File: src/logic/isf_pkg.sv
// Package: offsets, masks, reset values and carriers for the interrupt status flag block
`default_nettype none
package isf_pkg;

	// Register offsets on the host register port
	localparam logic [11:0] ISF_IER_OFS = 12'h190; // Interrupt enable register
	localparam logic [11:0] ISF_ISR_OFS = 12'h192; // Interrupt status register
	localparam logic [11:0] ISF_PMC_OFS = 12'h184; // Power management control register

	// Reset values
	localparam logic [15:0] ISF_IER_RST = 16'h0000;
	localparam logic [15:0] ISF_ISR_RST = 16'h0000;
	localparam logic [15:0] ISF_PMC_RST = 16'h0000;

	// Status bit positions
	localparam int ISF_B_LINK = 15;
	localparam int ISF_B_TXDONE = 14;
	localparam int ISF_B_RXFRAME = 13;
	localparam int ISF_B_TS = 12;
	localparam int ISF_B_RXOVR = 11;
	localparam int ISF_B_TRIG = 10;
	localparam int ISF_B_TXSTOP = 9;
	localparam int ISF_B_RXSTOP = 8;
	localparam int ISF_B_TXSPACE = 6;
	localparam int ISF_B_WFRAME = 5;
	localparam int ISF_B_SIGPKT = 4;
	localparam int ISF_B_LUWAKE = 3;
	localparam int ISF_B_EDWAKE = 2;

	// Field masks
	localparam logic [15:0] ISF_W1C_MASK = 16'hFF40; // Bits cleared by writing one
	localparam logic [15:0] ISF_WAKE_MASK = 16'h003C; // Bits cleared through the power control field
	localparam logic [15:0] ISF_IER_RW_MASK = 16'hEBFC; // Writable enable bits
	localparam logic [15:0] ISF_LANE0_MASK = 16'h00FF;
	localparam logic [15:0] ISF_LANE1_MASK = 16'hFF00;

	// Power control clear field and its codes
	localparam int ISF_PMC_LO = 2;
	localparam int ISF_PMC_HI = 5;
	localparam logic [3:0] ISF_CLR_WFRAME = 4'h8;
	localparam logic [3:0] ISF_CLR_SIGPKT = 4'h4;
	localparam logic [3:0] ISF_CLR_LUWAKE = 4'h2;
	localparam logic [3:0] ISF_CLR_EDWAKE = 4'h1;

	// Host register request
	typedef struct packed {
		logic [11:0] addr;
		logic wr;
		logic rd;
		logic [1:0] be;
		logic [15:0] wdata;
	} isf_req_s;

	// Event sources, all levels
	typedef struct packed {
		logic link_up;
		logic tx_done;
		logic rx_frame;
		logic [11:0] ts_ready;
		logic egress_ts;
		logic rx_overrun;
		logic [11:0] trig_done;
		logic [11:0] trig_err;
		logic tx_stop;
		logic rx_stop;
		logic tx_space;
		logic wake_frame;
		logic sig_packet;
		logic linkup_wake;
		logic energy_wake;
	} isf_ev_s;

	// Whole state of the block
	typedef struct packed {
		logic [15:0] interrupt_enable_reg;
		logic [15:0] interrupt_status;
		logic [15:0] pmc;
		logic [15:0] src_prev;
		logic [15:0] rdata;
	} isf_state_s;

endpackage : isf_pkg
`default_nettype wire

File: src/logic/isf_interrupt_status_flags.sv
// Interrupt status flags with enable, write-one clear and wake code clear
`default_nettype none
module isf_interrupt_status_flags
	import isf_pkg::*;
(
	// Clock and reset
	input wire logic CLK,
	input wire logic RST,
	// Host register port
	input wire isf_req_s HOST_REQ,
	output logic [15:0] HOST_RDATA,
	// Event sources and unit enables
	input wire isf_ev_s EVENTS,
	input wire logic [11:0] TS_UNIT_EN,
	input wire logic [11:0] TRIG_UNIT_EN,
	// Interrupt output
	output logic IRQ
);

	////////////////////////////////////////////////////////////////////////////////
	// Helpers

	// Byte enables to a bit mask of the written lanes
	function automatic logic [15:0] lane_mask(input logic [1:0] be);
		logic [15:0] m;
		m = 16'h0000;
		if (be[0]) begin
			m = m | ISF_LANE0_MASK;
		end
		if (be[1]) begin
			m = m | ISF_LANE1_MASK;
		end
		return m;
	endfunction : lane_mask

	// Merge written data into a register within a mask
	function automatic logic [15:0] merge_wr(input logic [15:0] old, input logic [15:0] wd,
		input logic [15:0] m);
		return (old & ~m) | (wd & m);
	endfunction : merge_wr

	////////////////////////////////////////////////////////////////////////////////
	// State and working signals

	isf_state_s st_r; // Registered state
	isf_state_s st_nxt; // Next state
	logic [15:0] src; // Event levels by status position
	logic [15:0] set_v; // Flags set this cycle
	logic [15:0] clr_v; // Flags cleared this cycle
	logic [15:0] lanes; // Written byte lanes
	logic [15:0] ier_view; // Enable register as software and the gate see it
	logic wr_isr; // Write to status register
	logic wr_ier; // Write to enable register
	logic wr_pmc; // Write to power control register

	// Address decode
	assign wr_isr = HOST_REQ.wr && (HOST_REQ.addr == ISF_ISR_OFS);
	assign wr_ier = HOST_REQ.wr && (HOST_REQ.addr == ISF_IER_OFS);
	assign wr_pmc = HOST_REQ.wr && (HOST_REQ.addr == ISF_PMC_OFS);
	assign lanes = lane_mask(HOST_REQ.be);

	// Enable bits 12 and 10 are live ORs of the unit enables, never stored
	always_comb begin
		ier_view = st_r.interrupt_enable_reg;
		ier_view[ISF_B_TS] = |TS_UNIT_EN;
		ier_view[ISF_B_TRIG] = |TRIG_UNIT_EN;
	end

	////////////////////////////////////////////////////////////////////////////////
	// Next state

	always_comb begin
		st_nxt = st_r;
		// Gather event levels at their status positions
		src = 16'h0000;
		src[ISF_B_LINK] = EVENTS.link_up;
		src[ISF_B_TXDONE] = EVENTS.tx_done;
		src[ISF_B_RXFRAME] = EVENTS.rx_frame;
		src[ISF_B_TS] = (|EVENTS.ts_ready) | EVENTS.egress_ts;
		src[ISF_B_RXOVR] = EVENTS.rx_overrun;
		src[ISF_B_TRIG] = (|EVENTS.trig_done) | (|EVENTS.trig_err);
		src[ISF_B_TXSTOP] = EVENTS.tx_stop;
		src[ISF_B_RXSTOP] = EVENTS.rx_stop;
		src[ISF_B_TXSPACE] = EVENTS.tx_space;
		src[ISF_B_WFRAME] = EVENTS.wake_frame;
		src[ISF_B_SIGPKT] = EVENTS.sig_packet;
		src[ISF_B_LUWAKE] = EVENTS.linkup_wake;
		src[ISF_B_EDWAKE] = EVENTS.energy_wake;
		// Rising edges set flags, so a held level cannot re-set after a clear
		set_v = src & ~st_r.src_prev;
		// Link flag follows both edges of the link level
		set_v[ISF_B_LINK] = src[ISF_B_LINK] ^ st_r.src_prev[ISF_B_LINK];
		st_nxt.src_prev = src;
		// Write-one clear touches only the upper flags and bit 6
		clr_v = 16'h0000;
		if (wr_isr) begin
			clr_v = HOST_REQ.wdata & lanes & ISF_W1C_MASK;
		end
		// Wake flags clear only by an exact code in the power control field
		if (wr_pmc && HOST_REQ.be[0]) begin
			case (HOST_REQ.wdata[ISF_PMC_HI:ISF_PMC_LO])
				ISF_CLR_WFRAME: begin
					clr_v[ISF_B_WFRAME] = 1'b1;
				end
				ISF_CLR_SIGPKT: begin
					clr_v[ISF_B_SIGPKT] = 1'b1;
				end
				ISF_CLR_LUWAKE: begin
					clr_v[ISF_B_LUWAKE] = 1'b1;
				end
				ISF_CLR_EDWAKE: begin
					clr_v[ISF_B_EDWAKE] = 1'b1;
				end
				default: begin
					clr_v = clr_v;
				end
			endcase
		end
		// Set applied after clear so a same-cycle event survives; reserved bits masked
		st_nxt.interrupt_status = ((st_r.interrupt_status & ~clr_v) | set_v) & (ISF_W1C_MASK | ISF_WAKE_MASK);
		// Enable and power control registers
		if (wr_ier) begin
			st_nxt.interrupt_enable_reg = merge_wr(st_r.interrupt_enable_reg, HOST_REQ.wdata, lanes & ISF_IER_RW_MASK);
		end
		if (wr_pmc) begin
			st_nxt.pmc = merge_wr(st_r.pmc, HOST_REQ.wdata, lanes);
		end
		// Read data captured on the read strobe; reading has no side effect
		if (HOST_REQ.rd) begin
			case (HOST_REQ.addr)
				ISF_IER_OFS: begin
					st_nxt.rdata = ier_view;
				end
				ISF_ISR_OFS: begin
					st_nxt.rdata = st_r.interrupt_status;
				end
				ISF_PMC_OFS: begin
					st_nxt.rdata = st_r.pmc;
				end
				default: begin
					st_nxt.rdata = 16'h0000;
				end
			endcase
		end
	end

	////////////////////////////////////////////////////////////////////////////////
	// State register

	// All flags and stored enable bits start cleared; enable bits 12 and 10 follow the unit enables
	always_ff @(posedge CLK or posedge RST) begin
		if (RST) begin
			st_r.interrupt_enable_reg <= ISF_IER_RST;
			st_r.interrupt_status <= ISF_ISR_RST;
			st_r.pmc <= ISF_PMC_RST;
			st_r.src_prev <= 16'h0000;
			st_r.rdata <= 16'h0000;
		end else begin
			st_r <= st_nxt;
		end
	end

	////////////////////////////////////////////////////////////////////////////////
	// Outputs

	assign HOST_RDATA = st_r.rdata;
	// Combinational so an enable write takes effect on the pin at once
	assign IRQ = |(st_r.interrupt_status & ier_view);
endmodule : isf_interrupt_status_flags
`default_nettype wire

File: config.mk
export PLATFORM = sky130hd
export DESIGN_NAME = isf_interrupt_status_flags
export DESIGN_NICKNAME = d
export VERILOG_FILES = /design/src/logic/isf_pkg.sv /design/src/logic/isf_interrupt_status_flags.sv
export SDC_FILE = /design/constraint.sdc
export NUM_CORES = 1
export LEC_CHECK = 0
export ABC_AREA = 1
export BUFFER_PORTS_ARGS = -buffer_cell sky130_fd_sc_hd__buf_2
export CORE_AREA = 5 5 82 102
export DETAILED_ROUTE_END_ITERATION = 8
export DIE_AREA = 0 0 87 107
export PLACE_DENSITY = 0.77
export SLEW_MARGIN = 20
export SYNTH_ARGS = -nofsm -noshare
export SYNTH_HDL_FRONTEND = slang
export SYNTH_SLANG_ARGS = --single-unit
File: constraint.sdc
create_clock -name CLK -period 2.6 [get_ports CLK]
set_clock_uncertainty 0.2 [all_clocks]
set_input_delay 0.26 -clock CLK [delete_from_list [all_inputs] [get_ports CLK]]
set_output_delay 0.26 -clock CLK [all_outputs]
set_load 0.05 [all_outputs]
==> qor.txt <==
status: complete, no violations
worst hold path class: input pin to register
FF-to-FF path depth: 4
Synth area leader: dfrtp_1
most frequent cells after synthesis: nand2_1, dfrtp_1, nand3_1
syn nets: 566
cells after synthesis: 460
multi-input logic area: 1420 um^2
detailed-route vias per instance: 4.82
worst path cell trace: dlygate4sd3_1 -> buf_2 -> nor2_1 -> dlygate4sd3_1 -> nand3b_1 -> dlygate4sd3_1
RSZ-0062 raised after global routing: false
clock transition at the registers of the reported paths: 70 ps
Rows: 35
worst reg2reg endpoint: HOST_RDATA[10]$_DFFE_PP0P_
FILL cells: 639
Synth Area in XOR/XNOR: 0.248%
Crit-path slowest cell: dlygate4sd3_1
CORE AREA: 7310 um^2
PD cells: 453 nW/um^2
most used flip-flop cell after synthesis: dfrtp_1
port bufs: 122
final cell utilization of the core: 61.8%
Max Clock Freq: 0.446 GHz
setup_tns: 0 ps
first-pass GRT wire length: 14,700 um
Final Cycle Share: 86.2%
Synth Area in Simple Gates: 34.0%
EDFF count, synth: 0
Final HPWL DP: 6650 um
Final ANT Viol Nets: 0
CP max FO: 2
overall die width: 87 um
vias in the first global route: 3,303
DRC Markers: 0
main combinational cell family by area after synthesis: simple AND/OR/NAND/NOR gates
Initial Util: 48.3%
TritonCTS clock tree: done
sequential-to-total area share from yosys stat: 49.6%
Syn Std Cell Area: 3530 um^2
Reg2Reg Setup Slack: 1570 ps
total CTS buffers: 9
critical path's largest stage delay: 580 ps
Lkg Pwr: 2.42 nW
area share of the largest cell type after synthesis: 49.6%
number of DRC markers in iteration 0: 228
crit path DAT: 2260 ps
share of layout cells above drive strength 1: 26.0%
met1 usage: 24.1%
slew margin rel.: 54.3%
CP Class: input pin to register
post-DR wirelength/cell: 12.7 um
minimum clock period: 2240 ps
Cell Area, Placed: 4100 um^2
max_cap viols: 0
gr ovfl total: 0
H-tree Lvls: 3
Worst setup EP type: register
final hold vios: 0
Hold Startpoint: HOST_REQ[6]
ANT cells: 0
Die Ht: 107 um
1st-pass router iterations: 4
register area: 1750 um^2
synthesized area per cell: 7.67 um^2
Synth cell types: 24
Least-Margin Pin Slew: 684 ps
Clock Tree Buf Depth: 2
Final setup viols: 0
most frequent cell after synthesis: nand2_1
Area growth, synth to finish: 28.1%
WP data required: 2620 ps
Total Routing Usage GR: 19.9%
startpoint types: input pin
largest net degree at the start of global routing: 42
M2 GR Usage: 34.5%
initial antenna violation count: 0
CTS resizes: 0
nets: 700
total power: 2.05 mW
VDD IR max: 0.273 mV
Sink Count: 70
Synth warnings: 0
met3 usage: 4.61%
DIE AREA: 9310 um^2
Worst Hold Path Cells: 3
GRT Max-Usage Layer: met2
register bit count reported by yosys: 70
Routed WL: 8760 um
top post-synthesis cells by area: dfrtp_1, nand2_1, nand3_1
Design Area, Final: 4520 um^2
cell repeated most along the worst path: dlygate4sd3_1
root buffer cell: clkbuf_8
routability cong.: 0.846
post-synthesis mux area share: 0%
reg2reg start: st_r[58]$_DFF_PP0_
Skew-Pair Late Insertion Delay: 340 ps
Compound-Gate Fraction of Synth Area: 6.10%
via count: 3,319
io pins: 123
FFs w/ async S/R, synth: 100%
Slew Limit Fails: 0
area share of fa/ha/maj cells after synthesis: 0%
## where the power goes
group | total, mW | switching [mW] | internal [mW]
clock | 0.736 | 0.373 | 0.363
combinational | 0.211 | 0.108 | 0.103
sequential | 1.10 | 0.00298 | 1.10
total | 2.05 | 0.484 | 1.57
## per-stage QoR
step                hold slack (ps)  instances  setup slack (ps)
finish                         17.2        689               360
global route                   36.3        689               291
CTS                            9.79        689               423
detailed placement              185        648               644
global placement                183        648               666
floorplan                      91.4        460               372
## layout by cell type, fill, tap and decap left out, types with 3 or more instances in the layout
cell / count
o21ai_0: 15
inv_1: 38
clkbuf_8: 10
nor3_1: 7
buf_4: 3
nand2_1: 162
buf_2: 122
nor2_2: 3
dfrtp_1: 70
nand4_1: 8
nor2_1: 43
clkbuf_1: 3
nand3_1: 47
o21ai_1: 14
o21ai_2: 8
dlygate4sd3_1: 27
## kinds of logic after synthesis
family                    Yosys count
and+or+nand+nor                   281
DFF                                70
xor gates and xnor gates            1
buffers and inverters              71
AOI/OAI and AO/OA                  37
## area by class of cell
cell class | count | area share [%]
multi-input cells | 319 | 31.5
inverters | 41 | 3.40
repair buffers | 153 | 20.4
well taps | 92 | 2.54
clock inverters | 1 | 0.166
clock buffers | 13 | 3.29
flip-flops and latches | 70 | 38.7
## worst max path at each step
stage	start	to	slack, ps	depth (start not counted)
6_report	EVENTS[34]	st_r[28]$_DFF_PP0_	360	6
3_3_place_gp	HOST_REQ[21]	register	670	9
3_5_place_dp	HOST_REQ[21]	register	640	9
4_1_cts	EVENTS[34]	st_r[28]$_DFF_PP0_	420	6
2_1_floorplan	RST	HOST_RDATA[0]$_DFFE_PP0P_	370	1
5_1_grt	EVENTS[34]	st_r[28]$_DFF_PP0_	290	6
## worst max-delay path, delay by kind of cell
kind,cells,cell delay (ps)
AND/OR/NAND/NOR,2,200
buffers and inverters,4,1800
## metal layers
layer | up-vias | routed length, um | part of all wire (%)
li1 | 1710 | - | -
met1 | 1502 | 3720 | 42
met2 | 95 | 4400 | 50
met3 | 12 | 494 | 5.6
met4 | 0 | 146 | 1.7
met5 | - | 0 | 0
## timing repair
| action | 4_1_cts | 5_1_grt |
|---|---|---|
| setup endpoints to repair | 0 | 0 |
| hold endpoints to repair | 68 | 0 |
| hold buffers | 27 | 0 |
| buffers inserted | 0 | 0 |
Note: power is estimated with default switching activity, not from simulation.
